$ cat config.mk
export PLATFORM = sky130hd
export DESIGN_NAME = ewpt_timer
export DESIGN_NICKNAME = d
export VERILOG_FILES = /design/src/logic/ewpt_pkg.sv /design/src/logic/ewpt_timer.sv
export VERILOG_INCLUDE_DIRS = /design/src /design/src/logic
export SDC_FILE = /design/constraint.sdc
export NUM_CORES = 1
export LEC_CHECK = 0
export BUFFER_PORTS_ARGS = -buffer_cell sky130_fd_sc_hd__buf_2
export CORE_MARGIN = 2
export CORE_UTILIZATION = 55
export CTS_CLUSTER_DIAMETER = 120
export DETAILED_ROUTE_END_ITERATION = 16
export GPL_TIMING_DRIVEN = 0
export PLACE_DENSITY_LB_ADDON = 0.12
export SYNTH_ARGS = -nofsm -noshare
export SYNTH_HDL_FRONTEND = slang
export SYNTH_SLANG_ARGS = --single-unit
$ cat constraint.sdc
create_clock -name pclk -period 8.7 [get_ports pclk]
set_clock_uncertainty 0.15 [all_clocks]
set_input_delay 1.74 -clock pclk [delete_from_list [all_inputs] [get_ports pclk]]
set_output_delay 1.74 -clock pclk [all_outputs]
set_load 0.01 [all_outputs]
$ cat src/logic/ewpt_consts.svh
/*
  ewpt_consts.svh: register offsets, field positions, reset values and timing
  constants of the event/window/pulse-width timer.
  assumes: included by its bare name from the package and the design file.
*/
`ifndef EWPT_CONSTS_SVH
`define EWPT_CONSTS_SVH

// ------------------------------------------------------------------
// register byte offsets
// ------------------------------------------------------------------
`define EWPT_OFF_CTRL      12'h000
`define EWPT_OFF_COMPARE   12'h004
`define EWPT_OFF_CAPTURE   12'h008
`define EWPT_OFF_CAP_LO    12'h00c
`define EWPT_OFF_CAP_HI    12'h010
`define EWPT_OFF_STATUS    12'h014
`define EWPT_OFF_POWER     12'h018

// ------------------------------------------------------------------
// control register fields
// ------------------------------------------------------------------
`define EWPT_CTRL_CK_LSB   0
`define EWPT_CTRL_MODE_LSB 2
`define EWPT_CTRL_ST_LSB   4
`define EWPT_CTRL_ACAP_BIT 6
`define EWPT_CTRL_MCAP_BIT 7
`define EWPT_CTRL_WNEG_BIT 8
`define EWPT_CTRL_WIDTH    9
`define EWPT_CTRL_RESET    9'h000
`define EWPT_CMP_RESET     16'hffff

// ------------------------------------------------------------------
// start-edge control codes and source-clock dividers
// ------------------------------------------------------------------
`define EWPT_ST_STOP       2'h0
`define EWPT_ST_RISE       2'h2
`define EWPT_ST_FALL       2'h3
`define EWPT_DIV0          16'h0800
`define EWPT_DIV1          16'h0080
`define EWPT_DIV2          16'h0008
`define EWPT_DIV3          16'h0001
`define EWPT_CNT_ONE       16'h0001

`endif

$ cat src/logic/ewpt_pkg.sv
/*
  ewpt_pkg.sv: types of the event/window/pulse-width timer.
  assumes: ewpt_consts.svh is on the include path.
*/
`include "ewpt_consts.svh"

package ewpt_pkg;

  typedef enum logic [1:0] {
    EWPT_MODE_EVENT,
    EWPT_MODE_WINDOW,
    EWPT_MODE_PULSE,
    EWPT_MODE_IDLE
  } ewpt_mode_type;

  typedef struct packed {
    logic          window_negative;
    logic          capture_edge_mode;
    logic          auto_capture_enable;
    logic [1:0]    start_edge_control;
    ewpt_mode_type mode;
    logic [1:0]    source_clock_select;
  } ewpt_ctrl_type;

endpackage : ewpt_pkg

$ cat src/logic/ewpt_timer.sv
/*
  ewpt_timer.sv: sixteen-bit event / window / pulse-width timer, APB slave.
  assumes: pclk 10 MHz, presetn asynchronous active low, timer_input_pin
  and stop_mode_req asynchronous to pclk.
*/
//
// Notes on behaviour
// event mode counts selected pin edges
// event match at opposite edge: irq, clear
// source holds each level two cycles
// auto-capture copies counter each source tick except in pulse mode
// software waits one tick before reading
// read auto-capture only while running
// window counts pin AND source clock
// window polarity positive or negative selectable
// window match raises irq, clears counter
// window slower than source clock
// pulse mode starts on trigger edge
// capture mode one single, zero double
// single: opposite edge captures, loads one, waits
// double: capture both edges, clear trigger
// software reads capture before next trigger
// single-edge counter holds one after capture
// software discards first captured value
// software picks trigger edge for level
// stop mode forces start control zero
// sixteen-bit registers, capture byte readable
`timescale 1ns/1ps
`default_nettype none
`include "ewpt_consts.svh"

module ewpt_timer #(
  parameter int CNT_WIDTH = 16
) (
  // apb
  input  wire logic        pclk,
  input  wire logic        presetn,
  input  wire logic        psel,
  input  wire logic        penable,
  input  wire logic        pwrite,
  input  wire logic [11:0] paddr,
  input  wire logic [31:0] pwdata,
  output var  logic        pready,
  output var  logic        pslverr,
  output var  logic [31:0] prdata,
  // pins
  input  wire logic        timer_input_pin,
  input  wire logic        stop_mode_req,
  output var  logic        timer_match_irq
);

  // the register map and byte lanes are laid out for sixteen bits only
  if (CNT_WIDTH != 16) begin : g_width_check
    $error("ewpt_timer supports only a 16-bit counter");
  end

  // ------------------------------------------------------------------
  // synchronisers
  // ------------------------------------------------------------------
  logic [1:0] pin_sync;
  logic [1:0] stop_sync;
  logic       pin_prev;
  logic       stop_prev;

  always_ff @(posedge pclk or negedge presetn) begin
    if (!presetn) begin
      pin_sync  <= 2'h0;
      stop_sync <= 2'h0;
      pin_prev  <= 1'b0;
      stop_prev <= 1'b0;
    end else begin
      pin_sync  <= {pin_sync[0], timer_input_pin};
      stop_sync <= {stop_sync[0], stop_mode_req};
      pin_prev  <= pin_sync[1];
      stop_prev <= stop_sync[1];
    end
  end

  logic pin_lvl;
  logic pin_rise;
  logic pin_fall;
  logic stop_entry;
  assign pin_lvl    = pin_sync[1];
  assign pin_rise   = pin_sync[1] & ~pin_prev;
  assign pin_fall   = ~pin_sync[1] & pin_prev;
  assign stop_entry = stop_sync[1] & ~stop_prev;

  // ------------------------------------------------------------------
  // registers and apb
  // ------------------------------------------------------------------
  ewpt_pkg::ewpt_ctrl_type ctrl;
  logic [15:0]             compare_value_reg;
  logic [15:0]             capture_value_reg;
  logic [15:0]             counter;
  logic                    apb_write;
  logic                    apb_read;
  logic                    addr_ok;

  assign apb_write = psel & penable & pwrite & pready;
  assign apb_read  = psel & ~penable & ~pwrite;

  function automatic logic mapped(input logic [11:0] a);
    return (a == `EWPT_OFF_CTRL) || (a == `EWPT_OFF_COMPARE) ||
           (a == `EWPT_OFF_CAPTURE) || (a == `EWPT_OFF_CAP_LO) ||
           (a == `EWPT_OFF_CAP_HI) || (a == `EWPT_OFF_STATUS) ||
           (a == `EWPT_OFF_POWER);
  endfunction : mapped

  assign addr_ok = mapped(paddr);

  // no wait state: ready and error rise in the access phase's first cycle
  always_ff @(posedge pclk or negedge presetn) begin
    if (!presetn) begin
      pready  <= 1'b0;
      pslverr <= 1'b0;
    end else begin
      pready  <= psel & ~penable;
      pslverr <= psel & ~penable & ~addr_ok;
    end
  end

  always_ff @(posedge pclk or negedge presetn) begin
    if (!presetn) begin
      prdata <= 32'h0;
    end else if (apb_read) begin
      unique case (paddr)
        `EWPT_OFF_CTRL:    prdata <= {23'h0, ctrl};
        `EWPT_OFF_COMPARE: prdata <= {16'h0, compare_value_reg};
        `EWPT_OFF_CAPTURE: prdata <= {16'h0, capture_value_reg};
        `EWPT_OFF_CAP_LO:  prdata <= {24'h0, capture_value_reg[7:0]};
        `EWPT_OFF_CAP_HI:  prdata <= {24'h0, capture_value_reg[15:8]};
        `EWPT_OFF_STATUS:  prdata <= {15'h0, pin_lvl, counter};
        default:           prdata <= 32'h0;
      endcase
    end
  end

  logic [1:0] next_start;
  always_comb begin
    next_start = ctrl.start_edge_control;
    if (apb_write && paddr == `EWPT_OFF_CTRL) begin
      next_start = pwdata[`EWPT_CTRL_ST_LSB +: 2];
    end
    if (stop_entry) begin
      next_start = `EWPT_ST_STOP;
    end
  end

  always_ff @(posedge pclk or negedge presetn) begin
    if (!presetn) begin
      ctrl <= ewpt_pkg::ewpt_ctrl_type'(`EWPT_CTRL_RESET);
    end else begin
      if (apb_write && paddr == `EWPT_OFF_CTRL) begin
        ctrl <= ewpt_pkg::ewpt_ctrl_type'(pwdata[`EWPT_CTRL_WIDTH-1:0]);
      end
      ctrl.start_edge_control <= next_start;
    end
  end

  always_ff @(posedge pclk or negedge presetn) begin
    if (!presetn) begin
      compare_value_reg <= `EWPT_CMP_RESET;
    end else if (apb_write && paddr == `EWPT_OFF_COMPARE) begin
      compare_value_reg <= pwdata[15:0];
    end
  end

  // ------------------------------------------------------------------
  // internal source clock: a one-cycle tick from a prescaler
  // ------------------------------------------------------------------
  function automatic logic [15:0] divisor(input logic [1:0] sel);
    unique case (sel)
      2'h0: return `EWPT_DIV0;
      2'h1: return `EWPT_DIV1;
      2'h2: return `EWPT_DIV2;
      2'h3: return `EWPT_DIV3;
    endcase
  endfunction : divisor

  logic [15:0] presc;
  logic        src_tick;
  logic        running;
  assign running  = ctrl.start_edge_control != `EWPT_ST_STOP;
  assign src_tick = running && (presc >= divisor(ctrl.source_clock_select) - 16'h1);

  always_ff @(posedge pclk or negedge presetn) begin
    if (!presetn) begin
      presc <= 16'h0;
    end else if (!running || src_tick) begin
      presc <= 16'h0;
    end else begin
      presc <= presc + 16'h1;
    end
  end

  // ------------------------------------------------------------------
  // edge selection
  // ------------------------------------------------------------------
  logic trig_edge;
  logic opp_edge;
  logic win_open;
  assign trig_edge = (ctrl.start_edge_control == `EWPT_ST_FALL) ? pin_fall : pin_rise;
  assign opp_edge  = (ctrl.start_edge_control == `EWPT_ST_FALL) ? pin_rise : pin_fall;
  assign win_open  = pin_lvl ^ ctrl.window_negative;

  // ------------------------------------------------------------------
  // counter engine
  // ------------------------------------------------------------------
  logic        armed;   // pulse mode: counting from trigger to opposite edge (single) or to stop (double)
  logic [15:0] next_counter;
  logic        next_armed;
  logic        next_irq;
  logic        cap_pulse;

  always_comb begin
    next_counter = counter;
    next_armed   = armed;
    next_irq     = 1'b0;
    cap_pulse    = 1'b0;
    if (!running) begin
      next_counter = 16'h0;
      next_armed   = 1'b0;
    end else begin
      unique case (ctrl.mode)
        ewpt_pkg::EWPT_MODE_EVENT: begin
          if (trig_edge) begin
            next_counter = counter + 16'h1;
          end
          if (opp_edge && counter == compare_value_reg) begin
            next_irq     = 1'b1;
            next_counter = 16'h0;
          end
        end
        ewpt_pkg::EWPT_MODE_WINDOW: begin
          if (src_tick && win_open) begin
            if (counter + 16'h1 == compare_value_reg) begin
              next_irq     = 1'b1;
              next_counter = 16'h0;
            end else begin
              next_counter = counter + 16'h1;
            end
          end
        end
        ewpt_pkg::EWPT_MODE_PULSE: begin
          if (armed && src_tick) begin
            next_counter = counter + 16'h1;
          end
          if (trig_edge) begin
            next_armed = 1'b1;
            if (!ctrl.capture_edge_mode && armed) begin
              cap_pulse    = 1'b1;
              next_irq     = 1'b1;
              next_counter = 16'h0;
            end
          end else if (opp_edge && armed) begin
            cap_pulse = 1'b1;
            next_irq  = 1'b1;
            if (ctrl.capture_edge_mode) begin
              next_armed   = 1'b0;
              next_counter = `EWPT_CNT_ONE;
            end
          end
        end
        default: begin
          next_counter = counter;
        end
      endcase
    end
  end

  always_ff @(posedge pclk or negedge presetn) begin
    if (!presetn) begin
      counter         <= 16'h0;
      armed           <= 1'b0;
      timer_match_irq <= 1'b0;
    end else begin
      counter         <= next_counter;
      armed           <= next_armed;
      timer_match_irq <= next_irq;
    end
  end

  always_ff @(posedge pclk or negedge presetn) begin
    if (!presetn) begin
      capture_value_reg <= 16'h0;
    end else if (cap_pulse) begin
      capture_value_reg <= counter;
    end else if (running && ctrl.auto_capture_enable && src_tick &&
                 ctrl.mode != ewpt_pkg::EWPT_MODE_PULSE) begin
      capture_value_reg <= counter;
    end
  end
endmodule : ewpt_timer
`default_nettype wire

# Word-level counts from Yosys, hierarchy flattened
# Cells that the tools add are included.
# Widths: inputs -> output; s select.
# classes
add_sub_neg	3
magnitude_cmp	1
eq_ne	21
muxes	35
n_bitwise	16
n_reduce_logical	28
# op_table
operator	count
$mux 16	13
$pmux 17 s6	1
$pmux 16 s4	1
$pmux 16 s3	1
$eq 12x5->1 const B	3
$add 16x1->16 const B	2
$eq 16x16->1	2
$eq 12x4->1 const B	2
$ge 16x16->1	1
$mux 1	16
$sub 16x1->16 const B	1
$eq 12x3->1 const B	1
$logic_not 12->1	1
$logic_and 1x1->1	11
$and 1x1->1	9
$eq 2x2->1 const B	4
$logic_or 1x1->1	7
$not 1->1	6
$reduce_and 3->1	2
$reduce_bool 2->1	3
$eq 2x1->1 const B	2
$logic_not 2->1	2
$mux 2	2
$ne 4x1->1 const B	1
9 further kinds	10
# totals
regBits	115
input_bits	51
output_inout_bits	35
word_cells	123

# Depth between registers and ports, before layout
# Gate-level depths: netlist (run 1).
# depth
depth_word	12
depth_mapped	14
depth_no_buf	12

# Least setup slack after synthesis (run 1)
# OpenSTA, ideal clock, no wires.
# synth_timing
kind	in2reg
startpoint	input port paddr[11]
endpoint	register compare_value_reg[0]
setup_time_ps	82
arrival_ps	3681
t_required_ps	8468
setup_slack_ps	4787
cell_stages	7
path_buffers	2
cell_sequence	nor4_1 > nand3_1 > or2_2 > clkbuf_1 > nor4_2 > buf_2 > mux2_2
# synth_between
elab_chain_len	2
# synth_lines
item	line	rtl
start, declared	ewpt_timer.sv:41	input wire logic [11:0] paddr,
$eq 12x3->1	--	
$logic_and 1x1->1 (no source line)	--	
end signal, assigned	ewpt_timer.sv:162	compare_value_reg <= `EWPT_CMP_RESET;
end signal, assigned	ewpt_timer.sv:164	compare_value_reg <= pwdata[15:0];
end, declared	ewpt_timer.sv:92	logic [15:0] compare_value_reg;
# Every way passes these cells.
# A chain may end at the register's enable or synchronous reset.

# Worst setup path in the final report (run 1)
# layout_timing
startpoint	input port paddr[11]
endpoint	register prdata[13]
# layout_between
elab_chain_len	2
word_cells_on_any_way	7
classes_between	eq/ne: 5; mux: 1; reduce/logical: 1
# layout_lines
item	line	rtl
$eq 12x5->1 (tied with other cells)	ewpt_timer.sv:126	unique case (paddr)
$pmux 17 s6 (*)	ewpt_timer.sv:126	
end signal, assigned	ewpt_timer.sv:127	`EWPT_OFF_CTRL: prdata <= {23'h0, ctrl};
end signal, assigned	ewpt_timer.sv:128	`EWPT_OFF_COMPARE: prdata <= {16'h0, compare_value_reg};
end signal, assigned	ewpt_timer.sv:129	`EWPT_OFF_CAPTURE: prdata <= {16'h0, capture_value_reg};
end, declared	ewpt_timer.sv:45	output var logic [31:0] prdata,
# Mark *: on every way between the ends. The rest lies on a longest branch, timed or not.

==> results of run 1 <==
## cells in the final DEF (no fill, tap or decap), drive strengths merged, types with 9 or more instances in the layout
cell type	count
conb	19
nand4	10
a21o	9
a222oi	15
a31oi	14
o21ai	43
a21oi	40
buf	87
xor2	22
nor3	18
xnor2	23
dfrtp	84
nor2	50
nand2b	9
clkbuf	38
dfstp	16
a22oi	11
nand3	18
and3	10
nand2	61
ha	19
mux2	35
inv	22
## cell usage after synthesis, types with 10 or more instances
cell type / count
buf_4: 21
xor2_1: 22
nor3_1: 16
o21ai_0: 38
a31oi_1: 13
nor2_1: 49
nand2_1: 59
a222oi_1: 15
dfrtp_1: 84
a22oi_1: 11
mux2_2: 35
xnor2_1: 23
dfstp_2: 16
nand3_1: 16
ha_1: 19
and3_1: 10
a21oi_1: 40
clkbuf_1: 29
inv_1: 18
buf_2: 11
## worst paths after layout
| path | depth (start not counted) | end | start | slack [ns] |
|---|---|---|---|---|
| worst max-delay path | 9 | prdata[13]$_DFFE_PN0P_ | paddr[11] | 4.37 |
| worst min-delay path | 0 | pin_sync[1]$_DFF_PN0_ | pin_sync[0]$_DFF_PN0_ | 0.20 |
| worst max register to register | 10 | counter[10]$_DFFE_PN0P_ | ctrl[0]$_DFFE_PN0P_ | 4.97 |
| worst min register to register | 0 | pin_sync[1]$_DFF_PN0_ | pin_sync[0]$_DFF_PN0_ | 0.20 |
| max in group asynchronous | 2 | compare_value_reg[8]$_DFFE_PN1P_ | presetn | 6.48 |
| min in group asynchronous | 1 | prdata[16]$_DFFE_PN0P_ | presetn | 1.21 |
## cell families (layout without fill, tap and decap cells)
family | after synthesis | in the layout | share of synthesized area
simple gates | 212 | 212 | 0.170
compound gates | 187 | 187 | 0.206
flops | 100 | 100 | 0.395
buf+inv | 80 | 150 | 0.0627
xor+xnor | 45 | 45 | 0.0617
mux | 38 | 38 | 0.0664
fa+ha+maj | 19 | 19 | 0.0372
other cells | 2 | 19 | 0.00118
## where the power goes
group / total, µW / internal [µW] / switching, µW
sequential: 469 / 467 / 1.28
combinational: 40.7 / 15.4 / 25.4
clock: 406 / 204 / 202
total: 916 / 687 / 229
## cell type report
cell class	count	share of cell area
Multi-Input combinational cell	520	0.488
Timing Repair Buffer	54	0.0409
Sequential cell	100	0.349
Buffer	62	0.0461
Inverter	18	0.00935
Tap cell	143	0.0248
Clock buffer	9	0.0312
Clock inverter	7	0.0102
## through the flow
stage | setup slack (ns) | instances | hold WS (ns) | utilization
after floorplan | 4.79 | 700 | 0.181 | -
after global placement | 4.16 | 896 | 0.183 | 0.606
after detailed placement | 4.09 | 897 | 0.186 | 0.609
after CTS | 4.45 | 913 | 0.204 | 0.635
after global routing | 4.17 | 913 | 0.207 | 0.635
final | 4.37 | 913 | 0.201 | 0.635
## per-layer routing
| layer | share of wire | GRT usage | routed length, µm | vias up |
|---|---|---|---|---|
| li1 | - | - | - | 2633 |
| met1 | 0.42 | 0.400 | 7670 | 2820 |
| met2 | 0.48 | 0.508 | 8850 | 265 |
| met3 | 0.067 | 0.0604 | 1240 | 52 |
| met4 | 0.036 | 0.137 | 668 | 0 |
| met5 | 0 | 0 | 0 | - |
==> reports/metrics.cfg, run 1 <==
[outcome]
status=finished, final reports clean

[synthesis]
synth_cell_types=73
ys_seq_area_frac=0.395
synthTopCellsByArea=dfrtp_1, dfstp_2, mux2_2, ha_1, nand2_1
async_reset_ff_frac=1.00
synth-main-ff-cell=dfrtp_1
synth-seq-cells=100
netlist_area_um2=6390
synth_edf_count=0
yosysTopAreaCell=dfrtp_1
synth_cells=683
yosys_warnings=0
avgSynthCellArea_um2=9.35
yosys.area.top_type_share=0.329

[pwr]
p_total_uw=916
power_density_nw_per_um2=127
p_leak_uw=0.00326
vdd_ir_drop_max_mv=0.140

[clock_network]
clk_pin_slew_ns=0.08
cts_tree=done
clockBufferDepth=2
cts_resized=0
clkLatencyLatePin_ns=0.36
cts_buffers=9
cts_sinks=100
cts_hold_buf=0
cts_root_buffer=clkbuf_16
postCtsSetupBuffers=0
h-tree-depth=3

[floorplan]
io-pin-count=86
core_area_um2=11400
die-area_um2=12500
placementRows=39
initial_core_util=0.562
die_y_um=112
fp.dieW_um=112

[placed_design]
place_area_um2=6930
port_buffers=53
place_congestion=0.907
dpl.hpwl_um=13800

[sta]
fmax_ghz=0.231
fin_crit_sh=0.498
finalSetupViolCount=0
maxSlewHeadroom=0.221
hold_viol=0
worstMarginPinSlew_ns=1.16
min_period_ns=4.33
rsz0062_at_grt=no
finalSetupTns_ns=0
slew_viol_final=0

[routing]
routedWlPerCell_um=20.2
drc=0
drt_pass1_iterations=9
vias=5770
final_antenna_net_count=0
drt_iter0_drc=566
routed_via_density=6.32
routed_wl_um=18400

[cells_and_area]
nFillCells=1009
layout.area.seq_um2=2520
antenna_cells=0
largest_register=prdata
largest_reg_flops=17
drive_gt1_frac=0.227
area_delta_synth_final_pct=13.1
multi_input_area_um2=3530
nets=835
stdcell_area_um2=7220

[critical_path]
worstPathRequired_ns=8.82
critPathMaxStageDelay_ns=0.73
worstPathArrival_ns=4.45
crit_path_frequent_cell=clkbuf_1
crit_buf_inv=3
cp-start-kind=input port
crit_slowest_cell=nor3_1
cp_cell_sequence=buf_2, nor4_1, nand3_1, or2_2, clkbuf_1, nor3_1, clkbuf_1, a222oi_1, o21ai_0
cp_top_family=simple AND/OR/NAND/NOR gates
worstPathMaxFanout=10
worstSetupPathType=in -> reg
worst_setup_path_end_kind=flip-flop

[global_route]
grt_usage=0.310
grt_pass1_vias=5894
grt_overflow=0
grt_pass1_wl_um=30600
grt_antenna_before_repair=0
grt_max_degree=61

[job]
drv_cap=0

[worst_hold_path]
hp-class=reg -> reg

(Power assumes the default switching activity.)
==> inputs of run 2 (changes only) <==
ABC_AREA = 1   (was unset)
clock period = 4.4 ns   (was 8.7 ns; I/O delays follow)
==> run 2 against run 1 <==
Against the previous run: synthesized cell count increased by 35%; sequential share of layout area shrank 1.4 points; design area grew 4.1%; cell count is 27% higher; worst setup slack worse by 3.0 ns; sequential power increased by 98%; die area increased by 4.5%; clock power is 97% higher; count of clock-buffer cells in the layout up 2; wire length is 6.0% lower.
==> reports/metrics.cfg, run 2 <==
[worst_hold_path]
hp-class=reg -> reg  ; unchanged
hp-start=stop_sync[0]$_DFF_PN0_  ; was pin_sync[0]$_DFF_PN0_
min_path_cells=0  ; unchanged
min_to=stop_sync[1]$_DFF_PN0_  ; was pin_sync[1]$_DFF_PN0_

[routing]
drt_iter0_drc=458  ; was 566
final_antenna_net_count=0  ; unchanged
drc=0  ; unchanged
drt_pass1_iterations=5  ; was 9
routed_via_density=5.22  ; was 6.32
routed_wl_um=17300  ; was 18400 µm
vias=6042  ; was 5770
routedWlPerCell_um=15.0  ; was 20.2 µm

[synthesis]
yosys_warnings=0  ; unchanged
synth.most_common_cell=nand2_1  ; was dfrtp_1
synth-main-ff-cell=dfrtp_1  ; unchanged
netlist_top_cells_count=nand2_1, inv_1, nor2_1  ; was dfrtp_1, nand2_1, nor2_1
synthTopCellsByArea=dfrtp_1, nand2_1, inv_1, dfstp_2, o21ai_0  ; was dfrtp_1, dfstp_2, mux2_2, ha_1, nand2_1
yosys.area.top_type_share=0.314  ; was 0.329
yosysTopAreaCell=dfrtp_1  ; unchanged
ys_seq_area_frac=0.377  ; was 0.395
synth_edf_count=0  ; unchanged
synth_cell_types=48  ; was 73
async_reset_ff_frac=1.00  ; unchanged
avgSynthCellArea_um2=7.23  ; was 9.35 µm²
synth-seq-cells=100  ; unchanged
netlist_area_um2=6690  ; was 6390 µm²
synth_cells=925  ; was 683

[cells_and_area]
drive_gt1_frac=0.150  ; was 0.227
mostFrequentLayoutCell=nand2_1  ; was dfrtp_1
final_core_util=0.629  ; was 0.635
area_delta_synth_final_pct=12.5  ; was 13.1%
nets=1077  ; was 835
nFillCells=1174  ; was 1009
largest_reg_flops=17  ; unchanged
largest_register=prdata  ; unchanged
final_cell_mix=nand2_1, inv_1, nor2_1, dfrtp_1, o21ai_0  ; was dfrtp_1, buf_2, nand2_1, nor2_1, a21oi_1
antenna_cells=0  ; unchanged

[clock_network]
cts_resized=0  ; unchanged
cts_root_buffer=clkbuf_16  ; unchanged
h-tree-depth=3  ; unchanged
cts_sinks=100  ; unchanged
clkLatencyLatePin_ns=0.36  ; about the same
clk_pin_slew_ns=0.07  ; was 0.08 ns
postCtsSetupBuffers=0  ; unchanged
cts_buffers=9  ; unchanged
cts_hold_buf=0  ; unchanged
cts_tree=done  ; unchanged
clockBufferDepth=2  ; unchanged

[sta]
rsz0062_at_grt=no  ; unchanged
fin_crit_sh=0.699
finalSetupTns_ns=0  ; unchanged
min_period_ns=3.07
maxSlewHeadroom=0.615  ; was 0.221
hold_viol=0  ; unchanged
fmax_ghz=0.325
slew_viol_final=0  ; unchanged
finalSetupViolCount=0  ; unchanged
worstMarginPinSlew_ns=0.575  ; was 1.16 ns
worst_slack_ns=1.33  ; was 4.37 ns

[floorplan]
fp.dieW_um=114  ; was 112 µm
io-pin-count=86  ; unchanged
die_y_um=114  ; was 112 µm
die-area_um2=13100  ; was 12500 µm²
placementRows=40  ; was 39
initial_core_util=0.559  ; was 0.562
core_area_um2=12000  ; was 11400 µm²

[pwr]
power_density_nw_per_um2=240  ; was 127 nW/µm²
vdd_ir_drop_max_mv=0.210  ; was 0.140 mV
p_leak_uw=0.00378  ; was 0.00326 µW
p_total_uw=1810  ; was 916 µW

[critical_path]
r2r-start=ctrl[0]$_DFFE_PN0P_  ; unchanged
worstSetupPathType=reg -> reg  ; was in -> reg
worstPathMaxFanout=10  ; unchanged
cp-start-kind=flip-flop  ; was input port
worstPathRequired_ns=4.50  ; was 8.82 ns
worstPathArrival_ns=3.17  ; was 4.45 ns
rr_worst_depth=18  ; was 10
worstReg2RegEnd=counter[9]$_DFFE_PN0P_  ; was counter[10]$_DFFE_PN0P_
timing.reg2reg.setup_slack_ns=1.33  ; was 4.97 ns
worst_setup_path_end_kind=flip-flop  ; unchanged

[global_route]
grt_pass1_vias=6010  ; was 5894
grt_max_degree=64  ; was 61
grt_antenna_before_repair=0  ; unchanged
grt_pass1_wl_um=29000  ; was 30600 µm
grt_overflow=0  ; unchanged
grt_usage=0.285  ; was 0.310

[placed_design]
dpl.hpwl_um=13500  ; was 13800 µm
place_congestion=0.972  ; was 0.907
dp_slack_ns=1.36  ; was 4.09 ns
port_buffers=53  ; unchanged

[job]
drv_cap=0  ; unchanged

[outcome]
status=finished, final reports clean  ; unchanged

[run 2: cell count changes after synthesis, sizes merged, moves of 10 or more]
| cell | previous run | this run |
|---|---|---|
| xor2 | 22 | 12 |
| nand3 | 18 | 57 |
| a21oi | 40 | 30 |
| a31oi | 14 | 0 |
| o21ai | 43 | 76 |
| clkbuf | 29 | 19 |
| a222oi | 15 | 0 |
| nor2 | 50 | 96 |
| inv | 18 | 117 |
| a22oi | 11 | 0 |
| mux2 | 35 | 7 |
| nand2 | 61 | 273 |
[run 2: cells by family (layout without fill, tap and decap cells)]
logic type | after synthesis | count (layout) | share of synthesized area
AOI/OAI and AO/OA | 133 | 133 | 0.111
DFF | 100 | 100 | 0.377
other | 2 | 19 | 0.00112
muxes | 7 | 7 | 0.0118
buffers and inverters | 167 | 236 | 0.123
and+or+nand+nor | 470 | 470 | 0.303
adders and majority gates | 19 | 19 | 0.0355
xor gates and xnor gates | 27 | 27 | 0.0374
[run 2: layer usage]
metal / track usage / part of all wire / vias to the layer above
met4: 0.110 / 0.032 / 0
met1: 0.362 / 0.45 / 2795
li1: - / - / 3083
met5: 0 / 0 / -
met3: 0.0551 / 0.042 / 32
met2: 0.484 / 0.48 / 132
[run 2: power by group]
group	switching, µW	leakage, µW	internal (µW)	total, µW
sequential	2.44	0.00132	925	927
clock	356	0.000142	445	801
combinational	50.3	0.00232	28.4	78.7
total	408	0.00378	1400	1810
[run 2: metrics by stage]
step | instances | area (µm²) | hold WS (ns)
after floorplan | 942 | 6750 | 0.181
after CTS | 1158 | 7520 | 0.200
final | 1158 | 7520 | 0.200
after global routing | 1158 | 7520 | 0.207
after detailed placement | 1143 | 7230 | 0.185
after global placement | 1142 | 7200 | 0.182
[run 2: worst max-delay path by stage]
stage                     slack [ns]                                end           startpoint
after global placement          1.23             stop_sync[0]$_DFF_PN0_              presetn
after floorplan                 1.81            counter[10]$_DFFE_PN0P_  ctrl[0]$_DFFE_PN0P_
after global routing            0.99            counter[13]$_DFFE_PN0P_  ctrl[0]$_DFFE_PN0P_
after CTS                       1.34             counter[7]$_DFFE_PN0P_  ctrl[0]$_DFFE_PN0P_
after detailed placement        1.36  compare_value_reg[14]$_DFFE_PN1P_             paddr[7]
final                           1.33             counter[9]$_DFFE_PN0P_  ctrl[0]$_DFFE_PN0P_
[run 2: critical path, stage by stage, from the launching register on]
cell and delay, ns:
dfrtp_1 0.39, inv_1 0.11, nand2_1 0.07, ha_1 0.29, ha_1 0.32, nand4_1 0.12, nor2_1 0.11, nor2_1 0.05
nand2_1 0.08, nand2_1 0.07, nand2_1 0.12, nand3_1 0.25, inv_1 0.23, buf_2 0.26, nand2_1 0.08, nand3_1 0.07
nand3_1 0.09, nand2_1 0.06, nand2_1 0.05
[run 2: final cells by class]
type	count	area, µm²	area share
clock inverters	4	58.8	0.00782
repair buffers	54	295	0.0393
clock buffers	11	233	0.0309
plain buffers	50	382	0.0507
multi-input cells	675	3410	0.453
inverters	117	439	0.0584
flip-flops and latches	100	2520	0.335
well taps	147	184	0.0245
